<file path="src/rtl/sfif_pkg.sv">
// Package for the four-wire serial flash instruction framer.
// Assumes a single 100 MHz system clock domain on the device side.
package sfif_pkg;

  // ----------------------------------------
  // Opcodes
  // ----------------------------------------
  localparam logic [7:0] OP_WREN = 8'h06;
  localparam logic [7:0] OP_VWREN = 8'h50;
  localparam logic [7:0] OP_WRDI = 8'h04;
  localparam logic [7:0] OP_RDSR1 = 8'h05;
  localparam logic [7:0] OP_RDSR2 = 8'h35;
  localparam logic [7:0] OP_RDSR3 = 8'h15;
  localparam logic [7:0] OP_WRSR1 = 8'h01;
  localparam logic [7:0] OP_WRSR2 = 8'h31;
  localparam logic [7:0] OP_WRSR3 = 8'h11;
  localparam logic [7:0] OP_CERASE1 = 8'hC7;
  localparam logic [7:0] OP_CERASE2 = 8'h60;
  localparam logic [7:0] OP_SUSPEND = 8'h75;
  localparam logic [7:0] OP_RESUME = 8'h7A;
  localparam logic [7:0] OP_PWRDOWN = 8'hB9;
  localparam logic [7:0] OP_SETPARAM = 8'hC0;
  localparam logic [7:0] OP_RELPD = 8'hAB;
  localparam logic [7:0] OP_MFID = 8'h90;
  localparam logic [7:0] OP_JEDEC = 8'h9F;
  localparam logic [7:0] OP_PROG = 8'h02;
  localparam logic [7:0] OP_FREAD = 8'h0B;
  localparam logic [7:0] OP_WRAPREAD = 8'h0C;
  localparam logic [7:0] OP_QIOREAD = 8'hEB;
  localparam logic [7:0] OP_WORDREAD = 8'hE7;
  localparam logic [7:0] OP_OCTREAD = 8'hE3;
  localparam logic [7:0] OP_BURSTWRAP = 8'h77;

  // ----------------------------------------
  // Frame positions, in nibble clocks
  // ----------------------------------------
  localparam logic [5:0] CLK_OPCODE_END = 6'd2;
  localparam logic [4:0] ADDR_NIBBLES = 5'd6;
  localparam logic [4:0] MODE_NIBBLES = 5'd2;
  localparam logic [4:0] WORD_DUMMY = 5'd2;
  localparam logic [4:0] ID_DUMMY_NIBBLES = 5'd6;
  localparam logic [4:0] WRAP_CMD_NIBBLES = 5'd8;
  localparam logic [5:0] CLK_WRAP_NIBBLE = 6'd8;
  localparam logic [5:0] CLK_MAX = 6'h3F;

  // ----------------------------------------
  // Security register map, reset values, wrap base size and buffer depth
  // ----------------------------------------
  localparam logic [7:0] SEC_HIGH = 8'h00;
  localparam logic [7:0] SEC_MID1 = 8'h10;
  localparam logic [7:0] SEC_MID2 = 8'h20;
  localparam logic [7:0] SEC_MID3 = 8'h30;
  localparam logic [7:0] READ_PARAM_RESET = 8'h40;
  localparam logic [2:0] WRAP_SETTING_RESET = 3'h7;
  localparam logic [7:0] WRAP_BASE_BYTES = 8'h08;
  localparam int FIFO_DEPTH = 8;

  typedef enum logic [2:0] {
    PH_IDLE, PH_OPCODE, PH_ADDR, PH_WAIT, PH_DIN, PH_DOUT, PH_SKIP
  } sfif_phase_type;

  typedef struct packed {
    logic [23:0] addr;
    logic [7:0] data;
  } sfif_prog_type;

  typedef struct packed {
    logic writeEnableSet;
    logic volatileWriteEnable;
    logic writeEnableClear;
    logic suspend;
    logic resume;
    logic powerDown;
    logic chipErase;
    logic releasePowerDown;
    logic statusWriteOne;
    logic statusWriteTwo;
    logic statusWriteThree;
    logic statusWritePair;
  } sfif_cmd_type;

endpackage
</file>
<file path="src/rtl/sfif_fifo.sv">
// Flip-flop FIFO with valid/ready on both sides.
// Assumes one clock and a synchronous active-high reset.
`timescale 1ns/100ps
module sfif_fifo #(
  parameter int WIDTH = 32,
  parameter int DEPTH = 8
) (
  input wire logic clk,
  input wire logic rst,
  input wire logic inValid,
  output logic inReady,
  input wire logic [WIDTH-1:0] inData,
  output logic outValid,
  input wire logic outReady,
  output logic [WIDTH-1:0] outData
);
  localparam int AW = $clog2(DEPTH);
  logic [WIDTH-1:0] mem [DEPTH];
  logic [AW-1:0] wrPtr, rdPtr, next_wrPtr, next_rdPtr;
  logic [AW:0] count, next_count;
  logic push, pop;

  assign inReady = (count != DEPTH[AW:0]);
  assign outValid = (count != '0);
  assign outData = mem[rdPtr];
  assign push = inValid & inReady;
  assign pop = outValid & outReady;

  always_comb begin
    next_wrPtr = push ? AW'(wrPtr + 1'b1) : wrPtr;
    next_rdPtr = pop ? AW'(rdPtr + 1'b1) : rdPtr;
    next_count = AW'(0) + count + {{AW{1'b0}}, push} - {{AW{1'b0}}, pop};
  end

  always_ff @(posedge clk) begin
    if (rst) begin
      wrPtr <= '0;
      rdPtr <= '0;
      count <= '0;
    end else begin
      wrPtr <= next_wrPtr;
      rdPtr <= next_rdPtr;
      count <= next_count;
    end
    if (push) begin
      mem[wrPtr] <= inData;
    end
  end
endmodule // sfif_fifo

</file>
<file path="src/rtl/sfif_framer.sv">
// Device-side instruction framer for a serial flash in four-wire command mode.
// Assumes the host drives chip select, serial clock and nibbles asynchronously;
// the array, status bytes and program sink sit on clk.
`timescale 1ns/100ps
module sfif_framer import sfif_pkg::*; #(
  parameter logic [7:0] MAKER_ID = 8'hA5,  // Arbitrary value
  parameter logic [15:0] PART_ID = 16'h5A3C  // Arbitrary value
) (
  input wire logic clk,
  input wire logic rst,
  input wire logic csN,
  input wire logic sclk,
  input wire logic [3:0] ioIn,
  output logic [3:0] ioOut,
  output logic [3:0] ioOe,
  input wire logic [7:0] statusByteOne,
  input wire logic [7:0] statusByteTwo,
  input wire logic [7:0] statusByteThree,
  input wire logic [7:0] arrayReadData,
  output logic [23:0] arrayReadAddr,
  output sfif_cmd_type cmdPulse,
  output logic [15:0] statusWriteData,
  output logic [7:0] readParameterByte,
  output logic [7:0] continuousReadModeByte,
  output logic [2:0] wrapSettingBits,
  output logic [1:0] securitySelect,
  output logic progValid,
  input wire logic progReady,
  output sfif_prog_type progWord,
  output logic progOverrun
);

  // ----------------------------------------
  // Pin synchronisers
  // ----------------------------------------
  logic [5:0] pinMeta, pinSync;
  logic sclkPrev, csPrevN;
  always_ff @(posedge clk) begin
    if (rst) begin
      pinMeta <= 6'h3F;
      pinSync <= 6'h3F;
      sclkPrev <= 1'b1;
      csPrevN <= 1'b1;
    end else begin
      pinMeta <= {csN, sclk, ioIn};
      pinSync <= pinMeta;
      sclkPrev <= pinSync[4];
      csPrevN <= pinSync[5];
    end
  end

  logic csLow, sclkRise, sclkFall, csStart, csEnd;
  logic [3:0] ioNib;
  assign csLow = ~pinSync[5];
  assign ioNib = pinSync[3:0];
  assign sclkRise = csLow & pinSync[4] & ~sclkPrev;
  assign sclkFall = csLow & ~pinSync[4] & sclkPrev;
  assign csStart = csLow & csPrevN;
  assign csEnd = ~csLow & ~csPrevN;

  // ----------------------------------------
  // Frame state
  // ----------------------------------------
  sfif_phase_type phase, next_phase;
  logic [5:0] clkIdx, next_clkIdx;
  logic [4:0] waitCnt, next_waitCnt;
  logic nibOdd, next_nibOdd;
  logic [3:0] hiNib, next_hiNib;
  logic [7:0] opcode, next_opcode;
  logic [23:0] addr, next_addr;
  logic [1:0] byteCnt, next_byteCnt;
  logic [7:0] outByte, next_outByte;
  logic [1:0] idSeq, next_idSeq;
  logic [3:0] next_ioOut, next_ioOe;
  logic [23:0] next_arrayReadAddr;
  sfif_cmd_type next_cmdPulse;
  logic [15:0] next_statusWriteData;
  logic [7:0] next_readParameterByte, next_continuousReadModeByte;
  logic [2:0] next_wrapSettingBits;
  logic [1:0] next_securitySelect;
  logic pushValid, next_pushValid, pushReady, next_progOverrun;
  sfif_prog_type pushWord, next_pushWord;
  logic [7:0] inByte, wrapMask, srcByte;
  logic [4:0] dummyNibbles;

  assign inByte = {hiNib, ioNib};
  assign dummyNibbles = {1'b0, readParameterByte[7:4]};
  assign wrapMask = 8'((WRAP_BASE_BYTES << readParameterByte[1:0]) - 1'b1);

  // Byte to send next in the output phase
  always_comb begin
    unique case (opcode)
      OP_RDSR1: srcByte = statusByteOne;
      OP_RDSR2: srcByte = statusByteTwo;
      OP_RDSR3: srcByte = statusByteThree;
      OP_RELPD: srcByte = PART_ID[7:0];
      OP_MFID: srcByte = idSeq[0] ? PART_ID[7:0] : MAKER_ID;
      OP_JEDEC: srcByte = (idSeq == 2'd0) ? MAKER_ID : (idSeq == 2'd1) ? PART_ID[15:8] : PART_ID[7:0];
      default: srcByte = arrayReadData;
    endcase
  end

  always_comb begin
    next_phase = phase;
    next_clkIdx = clkIdx;
    next_waitCnt = waitCnt;
    next_nibOdd = nibOdd;
    next_hiNib = hiNib;
    next_opcode = opcode;
    next_addr = addr;
    next_byteCnt = byteCnt;
    next_outByte = outByte;
    next_idSeq = idSeq;
    next_ioOut = ioOut;
    next_ioOe = ioOe;
    next_arrayReadAddr = arrayReadAddr;
    next_cmdPulse = '0;
    next_statusWriteData = statusWriteData;
    next_readParameterByte = readParameterByte;
    next_continuousReadModeByte = continuousReadModeByte;
    next_wrapSettingBits = wrapSettingBits;
    next_securitySelect = securitySelect;
    next_pushValid = pushValid & ~pushReady;
    next_pushWord = pushWord;
    next_progOverrun = progOverrun;

    if (csStart) begin
      next_phase = PH_OPCODE;
      next_clkIdx = '0;
      next_nibOdd = 1'b0;
      next_byteCnt = '0;
      next_idSeq = '0;
    end else if (csEnd && phase != PH_IDLE) begin
      next_phase = PH_IDLE;
      next_ioOe = 4'h0;
      if (phase == PH_SKIP && clkIdx == CLK_OPCODE_END) begin
        next_cmdPulse.writeEnableSet = (opcode == OP_WREN);
        next_cmdPulse.volatileWriteEnable = (opcode == OP_VWREN);
        next_cmdPulse.writeEnableClear = (opcode == OP_WRDI);
        next_cmdPulse.suspend = (opcode == OP_SUSPEND);
        next_cmdPulse.resume = (opcode == OP_RESUME);
        next_cmdPulse.powerDown = (opcode == OP_PWRDOWN);
        next_cmdPulse.chipErase = (opcode == OP_CERASE1) || (opcode == OP_CERASE2);
      end
      if (phase == PH_DOUT && opcode == OP_RELPD) begin
        next_cmdPulse.releasePowerDown = 1'b1;
      end
      if (phase == PH_DIN && byteCnt == 2'd1) begin
        next_cmdPulse.statusWriteOne = (opcode == OP_WRSR1);
        next_cmdPulse.statusWriteTwo = (opcode == OP_WRSR2);
        next_cmdPulse.statusWriteThree = (opcode == OP_WRSR3);
      end
      if (phase == PH_DIN && byteCnt == 2'd2) begin
        next_cmdPulse.statusWritePair = (opcode == OP_WRSR1);
      end
    end else if (sclkRise) begin
      next_clkIdx = (clkIdx == CLK_MAX) ? clkIdx : 6'(clkIdx + 1'b1);
      next_nibOdd = ~nibOdd;
      if (!nibOdd) begin
        next_hiNib = ioNib;
      end
      unique case (phase)
        PH_OPCODE: if (nibOdd) begin
          next_opcode = inByte;
          next_phase = PH_SKIP;
          next_securitySelect = '0;
          unique case (inByte)
            OP_RDSR1, OP_RDSR2, OP_RDSR3, OP_JEDEC: next_phase = PH_DOUT;
            OP_RELPD, OP_MFID: begin
              next_phase = PH_WAIT;
              next_waitCnt = ID_DUMMY_NIBBLES;
            end
            OP_BURSTWRAP: begin
              next_phase = PH_WAIT;
              next_waitCnt = WRAP_CMD_NIBBLES;
            end
            OP_WRSR1, OP_WRSR2, OP_WRSR3, OP_SETPARAM: next_phase = PH_DIN;
            OP_PROG, OP_FREAD, OP_WRAPREAD, OP_QIOREAD, OP_WORDREAD, OP_OCTREAD: begin
              next_phase = PH_ADDR;
              next_waitCnt = ADDR_NIBBLES;
            end
            default: next_phase = PH_SKIP;
          endcase
        end
        PH_ADDR: begin
          next_addr = {addr[19:0], ioNib};
          next_waitCnt = 5'(waitCnt - 1'b1);
          if (waitCnt == 5'd1) begin
            next_arrayReadAddr = {addr[19:0], ioNib};
            next_securitySelect = (addr[19:12] != SEC_HIGH) ? 2'd0 :
              (addr[11:4] == SEC_MID1) ? 2'd1 :
              (addr[11:4] == SEC_MID2) ? 2'd2 :
              (addr[11:4] == SEC_MID3) ? 2'd3 : 2'd0;
            unique case (opcode)
              OP_PROG: next_phase = PH_DIN;
              OP_FREAD, OP_WRAPREAD: begin
                next_phase = (dummyNibbles == '0) ? PH_DOUT : PH_WAIT;
                next_waitCnt = dummyNibbles;
              end
              OP_QIOREAD: begin
                next_phase = PH_WAIT;
                next_waitCnt = 5'(MODE_NIBBLES + dummyNibbles);
              end
              OP_WORDREAD: begin
                next_phase = PH_WAIT;
                next_waitCnt = 5'(MODE_NIBBLES + WORD_DUMMY);
              end
              default: begin
                next_phase = PH_WAIT;
                next_waitCnt = MODE_NIBBLES;
              end
            endcase
          end
        end
        PH_WAIT: begin
          next_waitCnt = 5'(waitCnt - 1'b1);
          if (clkIdx == 6'd9 && opcode inside {OP_QIOREAD, OP_WORDREAD, OP_OCTREAD}) begin
            next_continuousReadModeByte = inByte;
          end
          if (clkIdx == CLK_WRAP_NIBBLE && opcode == OP_BURSTWRAP) begin
            next_wrapSettingBits = ioNib[2:0];
          end
          if (waitCnt == 5'd1) begin
            next_phase = (opcode == OP_BURSTWRAP) ? PH_SKIP : PH_DOUT;
          end
        end
        PH_DIN: if (nibOdd) begin
          next_byteCnt = (byteCnt == 2'd3) ? byteCnt : 2'(byteCnt + 1'b1);
          unique case (opcode)
            OP_SETPARAM: next_readParameterByte = inByte;
            OP_PROG: begin
              if (pushValid && !pushReady) begin
                next_progOverrun = 1'b1;
              end
              next_pushValid = 1'b1;
              next_pushWord = '{addr: addr, data: inByte};
              next_addr = {addr[23:8], 8'(addr[7:0] + 1'b1)};
            end
            default: begin
              if (byteCnt == 2'd0) begin
                next_statusWriteData = {8'h00, inByte};
              end else if (byteCnt == 2'd1) begin
                next_statusWriteData = {inByte, statusWriteData[7:0]};
              end
            end
          endcase
        end
        default: ;
      endcase
      if (phase == PH_WAIT && waitCnt == 5'd1) begin
        next_nibOdd = 1'b0;
      end else if (phase == PH_ADDR && waitCnt == 5'd1 && dummyNibbles == '0) begin
        next_nibOdd = 1'b0;
      end
    end else if (sclkFall && phase == PH_DOUT) begin
      next_ioOe = 4'hF;
      if (!nibOdd) begin
        next_outByte = srcByte;
        next_ioOut = srcByte[7:4];
        next_idSeq = (idSeq == 2'd2 || (opcode == OP_MFID && idSeq[0])) ? 2'd0 : 2'(idSeq + 1'b1);
        if (opcode == OP_WRAPREAD) begin
          next_arrayReadAddr = {arrayReadAddr[23:8],
            (arrayReadAddr[7:0] & ~wrapMask) | (8'(arrayReadAddr[7:0] + 1'b1) & wrapMask)};
        end else begin
          next_arrayReadAddr = 24'(arrayReadAddr + 1'b1);
        end
      end else begin
        next_ioOut = outByte[3:0];
      end
    end
    if (opcode == OP_PROG && phase == PH_DIN && !nibOdd && csEnd && pushValid && !pushReady) begin
      next_progOverrun = 1'b1;
    end
  end

  always_ff @(posedge clk) begin
    if (rst) begin
      phase <= PH_IDLE;
      clkIdx <= '0;
      waitCnt <= '0;
      nibOdd <= 1'b0;
      hiNib <= 4'h0;
      opcode <= 8'h00;
      addr <= 24'h000000;
      byteCnt <= '0;
      outByte <= 8'h00;
      idSeq <= '0;
      ioOut <= 4'h0;
      ioOe <= 4'h0;
      arrayReadAddr <= 24'h000000;
      cmdPulse <= '0;
      statusWriteData <= 16'h0000;
      readParameterByte <= READ_PARAM_RESET;
      continuousReadModeByte <= 8'h00;
      wrapSettingBits <= WRAP_SETTING_RESET;
      securitySelect <= '0;
      pushValid <= 1'b0;
      pushWord <= '0;
      progOverrun <= 1'b0;
    end else begin
      phase <= next_phase;
      clkIdx <= next_clkIdx;
      waitCnt <= next_waitCnt;
      nibOdd <= next_nibOdd;
      hiNib <= next_hiNib;
      opcode <= next_opcode;
      addr <= next_addr;
      byteCnt <= next_byteCnt;
      outByte <= next_outByte;
      idSeq <= next_idSeq;
      ioOut <= next_ioOut;
      ioOe <= next_ioOe;
      arrayReadAddr <= next_arrayReadAddr;
      cmdPulse <= next_cmdPulse;
      statusWriteData <= next_statusWriteData;
      readParameterByte <= next_readParameterByte;
      continuousReadModeByte <= next_continuousReadModeByte;
      wrapSettingBits <= next_wrapSettingBits;
      securitySelect <= next_securitySelect;
      pushValid <= next_pushValid;
      pushWord <= next_pushWord;
      progOverrun <= next_progOverrun;
    end
  end

  // ----------------------------------------
  // Program data buffer
  // ----------------------------------------
  // A full buffer holds the byte back; a held byte still waiting when another arrives is lost
  // and flagged, since the host clock cannot be stalled.
  sfif_fifo #(
    .WIDTH($bits(sfif_prog_type)),
    .DEPTH(FIFO_DEPTH)
  ) progFifo (
    .clk(clk),
    .rst(rst),
    .inValid(pushValid),
    .inReady(pushReady),
    .inData(pushWord),
    .outValid(progValid),
    .outReady(progReady),
    .outData(progWord)
  );

endmodule // sfif_framer

</file>
<file path="config.mk">
export PLATFORM = sky130hd
export DESIGN_NAME = sfif_framer
export DESIGN_NICKNAME = d
export VERILOG_FILES = /design/src/rtl/sfif_pkg.sv /design/src/rtl/sfif_fifo.sv /design/src/rtl/sfif_framer.sv
export SDC_FILE = /design/constraint.sdc
export NUM_CORES = 1
export LEC_CHECK = 0
export ABC_CLOCK_PERIOD_IN_PS = 4700
export BUFFER_PORTS_ARGS = -buffer_cell sky130_fd_sc_hd__buf_2
export CORE_ASPECT_RATIO = 1.4
export CORE_MARGIN = 2
export CORE_UTILIZATION = 36
export CTS_BUF_LIST = sky130_fd_sc_hd__clkbuf_8
export DETAILED_ROUTE_END_ITERATION = 12
export PLACE_DENSITY = 0.56
export RECOVER_POWER = 50
export SLEW_MARGIN = 20
export SYNTH_ARGS = -nofsm -noshare
export SYNTH_HDL_FRONTEND = slang
export SYNTH_SLANG_ARGS = --single-unit
</file>
<file path="constraint.sdc">
create_clock -name clk -period 4.7 [get_ports clk]
set_input_delay 0.705 -clock clk [delete_from_list [all_inputs] [get_ports clk]]
set_output_delay 0.705 -clock clk [all_outputs]
set_load 0.1 [all_outputs]
</file>
==> results of run 1 <==
==> worst paths after layout <==
check                        end  depth (start not counted)  slack (ns)
min reg2reg           pinSync[3]                          1        0.41
min                   pinMeta[3]                          2        0.26
max          progFifo.mem[7][26]                          7        0.91
max reg2reg  progFifo.mem[7][26]                          7        0.91
==> placed cells by master (no fill, tap or decap), types with 9 or more instances in the layout <==
cell type	count
mux2i_1	47
and3_1	16
xor2_1	9
edfxtp_1	256
mux4_2	64
buf_4	19
a22oi_1	11
a21oi_1	109
nand2b_1	30
nor2_1	114
buf_2	104
a211oi_1	17
or2_2	17
inv_1	55
xnor2_1	10
nand2_1	159
nand4_1	9
ha_1	25
o21ai_0	39
nand3b_1	14
nor2b_1	17
mux2_2	36
clkbuf_1	54
clkbuf_8	80
dfxtp_1	196
nor3_1	28
nor4_1	12
nand3_1	45
==> state kept, by name, summed over array words and instances (netlist names), 3 cells and up, named ones only <==
signal                  flops
cmdPulse                   12
continuousReadModeByte      8
addr                       24
clkIdx                      6
ioOut                       4
opcode                      8
wrapSettingBits             3
statusWriteData            16
phase                       3
pinSync                     6
progFifo.count              4
hiNib                       4
readParameterByte           8
arrayReadAddr              19
outByte                     4
progFifo.rdPtr              3
pushWord                   32
pinMeta                     6
progFifo.wrPtr              3
waitCnt                     5
progFifo.mem              256
==> power breakdown <==
| group | internal, mW | switching [mW] | total, mW |
|---|---|---|---|
| Combinational | 0.616 | 1.27 | 1.89 |
| Clock | 1.63 | 1.55 | 3.18 |
| Sequential | 4.19 | 0.0634 | 4.25 |
==> worst register-to-register path: stages (launching register included) <==
cell and delay [ns]:
dfxtp_1 0.31, inv_1 0.06, ha_1 0.21, a21boi_0 0.15, clkbuf_1 0.37, nand2_1 0.24, nor2_2 0.15, clkbuf_1 1.83
==> per-layer routing <==
layer,GRT usage,vias up,routed length (µm)
met1,0.200,6409,19800
met5,0,-,0
met4,0.0842,0,1830
met2,0.335,312,26500
li1,-,6090,-
met3,0.0348,85,2360
==> cells by family after synthesis <==
group                    synth area share
multiplexers                        0.120
XOR/XNOR                          0.00858
AND/OR/NAND/NOR                     0.143
flip-flops                          0.601
adder cells (fa/ha/maj)            0.0172
buffers and inverters              0.0279
AO/OA/AOI/OAI                      0.0829
==> metrics by stage <==
step / instances / cell area [µm²]
final: 2477 / 22100
after global placement: 2348 / 20800
after detailed placement: 2348 / 20800
after floorplan: 1554 / 19400
after CTS: 2476 / 22200
after global routing: 2477 / 22100
==> layout make-up <==
cell class / count / share of cell area
sequential: 454 / 0.527
timing repair buffer: 180 / 0.0408
tap: 714 / 0.0404
multi-input combinational: 974 / 0.326
inverter: 26 / 0.00441
clock buffer: 80 / 0.0498
clock inverter: 48 / 0.0110
antenna: 1 / 0.000113
==> metrics.md, run 1 <==
| Metric | Value |
|---|---|
| Status | `complete, but fails checks` |
| Failing checks | `max-capacitance violations, max-slew violations` |
| CTS clock-pin slew for the worst setup and hold paths | `0.06 ns` |
| Fillers | `5033` |
| Worst R2R Start | `progFifo.count[2]` |
| Rows | `100` |
| Post-synth top area cell | `edfxtp_1` |
| Vias in the first global route | `about 13000` |
| Die H | `279 µm` |
| Hold Fails Final Rpt | `0` |
| Worst slack at placement | `1.69 ns` |
| Initial DRC Count | `660` |
| Latest clock arrival within the worst-skew pair | `0.65 ns` |
| Crit-path cells | `inv_1, ha_1, a21boi_0, clkbuf_1, nand2_1, nor2_2, clkbuf_1` |
| Routability-driven placement congestion ratio | `0.867` |
| CTS buffer count | `between 70 and 80` |
| Start point of the worst hold path | `ioIn[3]` |
| Largest net degree at the start of global routing | `100` |
| Fin. max-slew vios | `199` |
| Die area | `55700 µm²` |
| Nets | `1774` |
| Predominant post-synthesis flop cell | `edfxtp_1` |
| Residual DRC count | `0` |
| Worst path bufs/invs | `3` |
| # setup viols final | `0` |
| WP data arrival | `3.98 ns` |
| CP Launch Point | `progFifo.count[2]` |
| RSZ-0062 raised after global routing | `no` |
| Critical path's top delay family | `buffers and inverters` |
| Clock root cell | `clkbuf_8` |
| Fin Clk Skew | `0.0425 ns` |
| Area taken by multi-input logic gates | `7220 µm²` |
| Worst-Margin Slew | `2.59 ns` |
| Number of flops mapped to enable cells by yosys | `256` |
| Final HPWL DP | `32500 µm` |
| Worst setup SP type | `flop` |
| Most common cell in the synthesized netlist | `edfxtp_1` |
| Min Clock Period, post-route | `roughly 3.8 ns` |
| Routed vias/inst | `5.21` |
| Sequential area share after synthesis | `0.601` |
| Core area | `53200 µm²` |
| Number of H-tree levels | `3` |
| Die W | `200 µm` |
| Via count | `around 13000` |
| Layout Utilization | `0.416` |
| CTS Buffer Depth | `3` |
| Power per cell area | `421 nW/µm²` |
| Async set-or-reset flop fraction in the synthesized netlist | `0` |
| Setup Buffers After CTS | `0` |
| Slowest CP cell | `clkbuf_1` |
| Ranking of synthesized cells by instance count | `edfxtp_1, dfxtp_1, nand2_1, nor2_1, a21oi_1` |
| Avg WL per Cell | `20.4 µm` |
| Crit end category | `flop` |
| Tot GR Track Use | `0.181` |
| Leakage | `7.57 nW` |
| Ys Warns | `0` |
| Worst rel slew slack | `-0.724` |
| Syn nets | `1621` |
| Total gr overflow | `0` |
| I/O Buffers | `between 150 and 200` |
| Final worst-path cycle share | `0.807` |
| Post-CTS Resized | `0` |
| Total Wirelength | `roughly 51000 µm` |
| Netlist cell types | `86` |
| Worst path max stage delay | `between 1.5 and 2 ns` |
| Worst VDD drop | `0.000223 V` |
| Synth top area cells | `edfxtp_1, dfxtp_1, mux4_2, nand2_1, a21oi_1` |
| Synthesis-to-layout area growth | `14.1%` |
| Sequential cell area | `between 10000 and 15000 µm²` |
| Initial core utilization | `0.365` |
| Setup tns final | `0 ns` |
| CTS sink count | `454` |
| Mapped cell area | `19400 µm²` |
| Total power draw | `9.32 mW` |
| First-pass GRT wire length | `78000 µm` |
| Critical path class | `flop to flop` |
| Max FO, Critical Path | `32` |
| Number of synthesized register bits | `454` |
| Hold_buf cts | `0` |
| Achievable frequency | `264 MHz` |
| Gate Count Post-Synth | `1554` |
| Top-area cell type share of the netlist area | `0.397` |
| Worst setup margin | `0.907 ns` |
| Syn Area/Cell | `12.5 µm²` |
| Layout cell share with drive strength beyond 1 | `0.212` |
| Max-Cap Viols | `4` |
| Initial DRT Pass Iterations | `7` |
| Final ANT Viol Nets | `0` |
| Initial antenna violation count | `1` |
| Critical Path RT | `4.89 ns` |
| Ports | `156` |
| TritonCTS clock tree | `done` |
| Worst hold slack | `approximately 0.26 ns` |
| Most common cell on crit path | `clkbuf_1` |
| Min-Delay Path Class | `input pin to flop` |
Note: power is estimated with default switching activity, not from simulation.
==> inputs of run 2 (changes only) <==
Settings changed: ABC_AREA from default to 1, ABC_CLOCK_PERIOD_IN_PS 4700 to 3250, PLACE_DENSITY 0.56 to 0.58.
Clock period 4.7 ns to 3.25 ns, I/O delays scaled along.
==> run 2 against run 1 <==
Compared with the run above: the run still ends with max-capacitance violations, max-slew violations left; cell count is 25% higher; global-route usage is 0.55 points higher; sequential share of layout area is 2.7 points lower; utilization is 1.3 points higher; critical path type is now input pin to flop; die area is 2.2% higher; non-clock buffer count is 3 higher; setup slack worse by 0.64 ns; synthesized area is 2.2% higher; clock power is 52% higher.
==> metrics.md, run 2 <==
| Metric | Value |
|---|---|
| Switching Share | `0.351 (+0.0411)` |
| Total power draw | `15.5 mW (+67%)` |
| Initial DRC Count | `932 (+41%)` |
| Ys Warns | `0 (unchanged)` |
| Final instance area | `23300 µm² (+5.4%)` |
| Synthesis-to-layout area growth | `17.7%` |
| Worst R2R Start | `pinSync[4]` |
| Setup tns final | `0 ns (unchanged)` |
| First-pass GRT wire length | `84400 µm (+8.2%)` |
| Total Wirelength | `53700 µm (+6.3%)` |
| Worst hold slack | `0.0626 ns (-0.194 ns)` |
| Die W | `202 µm (+1.1%)` |
| Most common cell in the synthesized netlist | `nor2_1` |
| # setup viols final | `0 (unchanged)` |
| Final HPWL DP | `35600 µm (+9.5%)` |
| Max reg flops | `256 (unchanged)` |
| Met1 WL | `21300 µm (+7.4%)` |
| Number of flops mapped to enable cells by yosys | `256 (unchanged)` |
| Residual DRC count | `0 (unchanged)` |
| RSZ-0062 raised after global routing | `no` |
| Via count | `15679 (+22%)` |
| Rows | `101 (+1.0%)` |
| Slowest CP cell | `clkbuf_1` |
| Comb power frac | `0.297 (+0.094)` |
| Worst setup SP type | `input pin` |
| Most frequent cells in the layout | `nor2_1, nand2_1, edfxtp_1, o21ai_0, dfxtp_1` |
| Top-area cell type share of the netlist area | `0.388 (-0.00869)` |
| Critical Path RT | `3.77 ns (-1.12 ns)` |
| Worst path max stage delay | `1.36 ns (-0.47 ns)` |
| WP data arrival | `3.50 ns (-0.48 ns)` |
| Worst Setup EP | `readParameterByte[1]` |
| Met3 Wirelength | `2660 µm (+13%)` |
| Initial DRT Pass Iterations | `5 (-2)` |
| Worst R2R End | `arrayReadAddr[13]` |
| XOR/XNOR Fraction of Synth Area | `0.00398 (-0.00461)` |
| Routability-driven placement congestion ratio | `0.903 (+4.2%)` |
| Largest family of logic cells by synthesized area | `simple AND/OR/NAND/NOR gates` |
| Adder-Cell Fraction of Synth Area | `0.0168 (-0.000376)` |
| Initial core utilization | `0.365 (about the same)` |
| Achievable frequency | `335 MHz` |
| Most common cell on crit path | `clkbuf_1` |
| Tot GR Track Use | `0.187 (+0.00554)` |
| Hold Fails Final Rpt | `0 (unchanged)` |
| CTS Buffer Depth | `3 (unchanged)` |
| Critical path class | `input pin to flop` |
| Top sig layer | `met4` |
| Most common cell after layout, fill and taps aside | `nor2_1` |
| TritonCTS clock tree | `done` |
| Die area | `57000 µm² (+2.2%)` |
| Post-CTS Resized | `0 (unchanged)` |
| Largest net degree at the start of global routing | `129 (+29%)` |
| Largest regs | `progFifo.mem (256), pushWord (32), addr (24)` |
| Core area | `54300 µm² (+2.2%)` |
| Crit-path cells | `clkbuf_1, inv_1, clkbuf_1, o21ai_0, a21oi_1` |
| Final ANT Viol Nets | `0 (unchanged)` |
| Ports | `156 (unchanged)` |
| Setup Buffers After CTS | `0 (unchanged)` |
| Number of H-tree levels | `3 (unchanged)` |
| I/O Buffers | `155 (unchanged)` |
| Max FO, Critical Path | `44 (+38%)` |
| Synth Area in Simple Gates | `0.190 (+0.0470)` |
| Sequential area share after synthesis | `0.588 (-0.0132)` |
| CP Launch Point | `rst` |
| Vias in the first global route | `15582 (+18%)` |
| Compound-cell area share of the yosys netlist | `0.146 (+0.0629)` |
| CTS clock-pin slew for the worst setup and hold paths | `0.06 ns (about the same)` |
| Placed cell area | `22000 µm² (+5.7%)` |
| Predominant post-synthesis flop cell | `edfxtp_1` |
| Latest clock arrival within the worst-skew pair | `0.62 ns (-0.03 ns)` |
| Worst rel slew slack | `-0.287 (+0.437)` |
| Max-Cap Viols | `3 (-1)` |
| Leakage | `8.64 nW (+14%)` |
| Clock power frac | `0.310 (-0.031)` |
| Avg WL per Cell | `17.4 µm (-15%)` |
| Fin Clk Skew | `0.0318 ns (-0.0107 ns)` |
| R2r worst-path depth | `9 (+2)` |
| Status | `complete, but fails checks` |
| Syn Area/Cell | `9.21 µm² (-26%)` |
| Final worst-path cycle share | `0.918` |
| Mux contribution to synthesized area | `0 (-0.120)` |
| Synth top area cells | `edfxtp_1, dfxtp_1, nor2_1, o21ai_0, nand2_1` |
| Async set-or-reset flop fraction in the synthesized netlist | `0 (unchanged)` |
| Netlist cell types | `49 (-43%)` |
| Hold_buf cts | `0 (unchanged)` |
| Int Pwr | `10.1 mW (+57%)` |
| Part of the power in registers | `0.393 (-0.064)` |
| Total gr overflow | `0 (unchanged)` |
| Routed wl met2 | `28000 µm (+5.5%)` |
| CTS buffer count | `71 (unchanged)` |
| Nets | `2373 (+34%)` |
| Die H | `282 µm (+1.1%)` |
| Routed vias/inst | `5.08 (-2.4%)` |
| Initial antenna violation count | `1 (unchanged)` |
| Ranking of synthesized cells by instance count | `nor2_1, nand2_1, edfxtp_1, o21ai_0, dfxtp_1` |
| Mapped cell area | `19800 µm² (+2.2%)` |
| Net switching power | `5.45 mW (+89%)` |
| Clock root cell | `clkbuf_8` |
| Worst-Margin Slew | `1.93 ns (-0.655 ns)` |
| Largest Register | `progFifo.mem` |
| CTS sink count | `454 (unchanged)` |
| Power per cell area | `666 nW/µm² (+58%)` |
| Post-synth top area cell | `edfxtp_1` |
| Failing checks | `max-capacitance violations, max-slew violations` |
| Min-Delay Path Class | `input pin to flop` |
| Worst VDD drop | `0.000324 V (+45%)` |
| Layout cell share with drive strength beyond 1 | `0.132 (-0.0792)` |
| Min Clock Period, post-route | `2.98 ns` |
| Crit end category | `flop` |
| Worst reg-to-reg setup slack | `0.48 ns (-0.43 ns)` |
| Number of synthesized register bits | `454 (unchanged)` |
| Syn nets | `2218 (+37%)` |
| Fin. max-slew vios | `157 (-21%)` |
| Gate Count Post-Synth | `2151 (+38%)` |
-- run 2: cell families after synthesis --
family / after synthesis
AOI/OAI and AO/OA: 502
and+or+nand+nor: 893
xor gates and xnor gates: 9
buffers and inverters: 267
DFF: 454
adders and majority gates: 26
-- run 2: how the worst min path moves through the flow --
stage | from | end | slack [ns] | cells after the start
2_1_floorplan | pinMeta[0] | pinSync[0] | 0.39 | 1
3_3_place_gp | pinMeta[3] | pinSync[3] | 0.40 | 1
4_1_cts | ioIn[1] | pinMeta[1] | 0.008 | 2
6_report | ioIn[3] | pinMeta[3] | 0.06 | 2
3_5_place_dp | pinMeta[3] | pinSync[3] | 0.40 | 1
5_1_grt | ioIn[3] | pinMeta[3] | 0.03 | 2
-- run 2: power groups by stage --
| stage | combinational, mW | sequential, mW | clock (mW) |
|---|---|---|---|
| finish | 4.62 | 6.09 | 4.82 |
| global route | 4.90 | 6.10 | 5.18 |
| CTS | 4.67 | 6.09 | 4.96 |
| detailed placement | 4.67 | 6.22 | 0 |
| global placement | 4.63 | 6.21 | 0 |
| floorplan | 3.12 | 6.20 | 0 |
-- run 2: cell type report --
cell class	instances	area (µm²)
multi-input cells	1430	7260
diodes	1	2.50
well taps	721	902
inverters	166	626
repair buffers	183	1450
clock buffers	80	1100
clock inverters	50	328
flip-flops and latches	454	11700
fillers	5389	31000
-- run 2: through the flow --
| step | std cells | setup slack (ns) | util |
|---|---|---|---|
| 3_3_place_gp | 2954 | 0.890 | 0.405 |
| 2_1_floorplan | 2151 | 0.298 | - |
| 5_1_grt | 3085 | 0.0650 | 0.429 |
| 4_1_cts | 3084 | 0.240 | 0.432 |
| 3_5_place_dp | 2954 | 0.876 | 0.405 |
| 6_report | 3085 | 0.268 | 0.429 |
-- run 2: metal layers --
layer  vias up  GRT usage
li1       7690          -
met1      7484      0.207
met2       394      0.348
met3       111     0.0349
met4         0     0.0775
met5         -          0
-- run 2: critical path, delay by kind of cell --
family	cells	cell delay, ns
buf+inv	3	1.99
compound gates	2	0.99
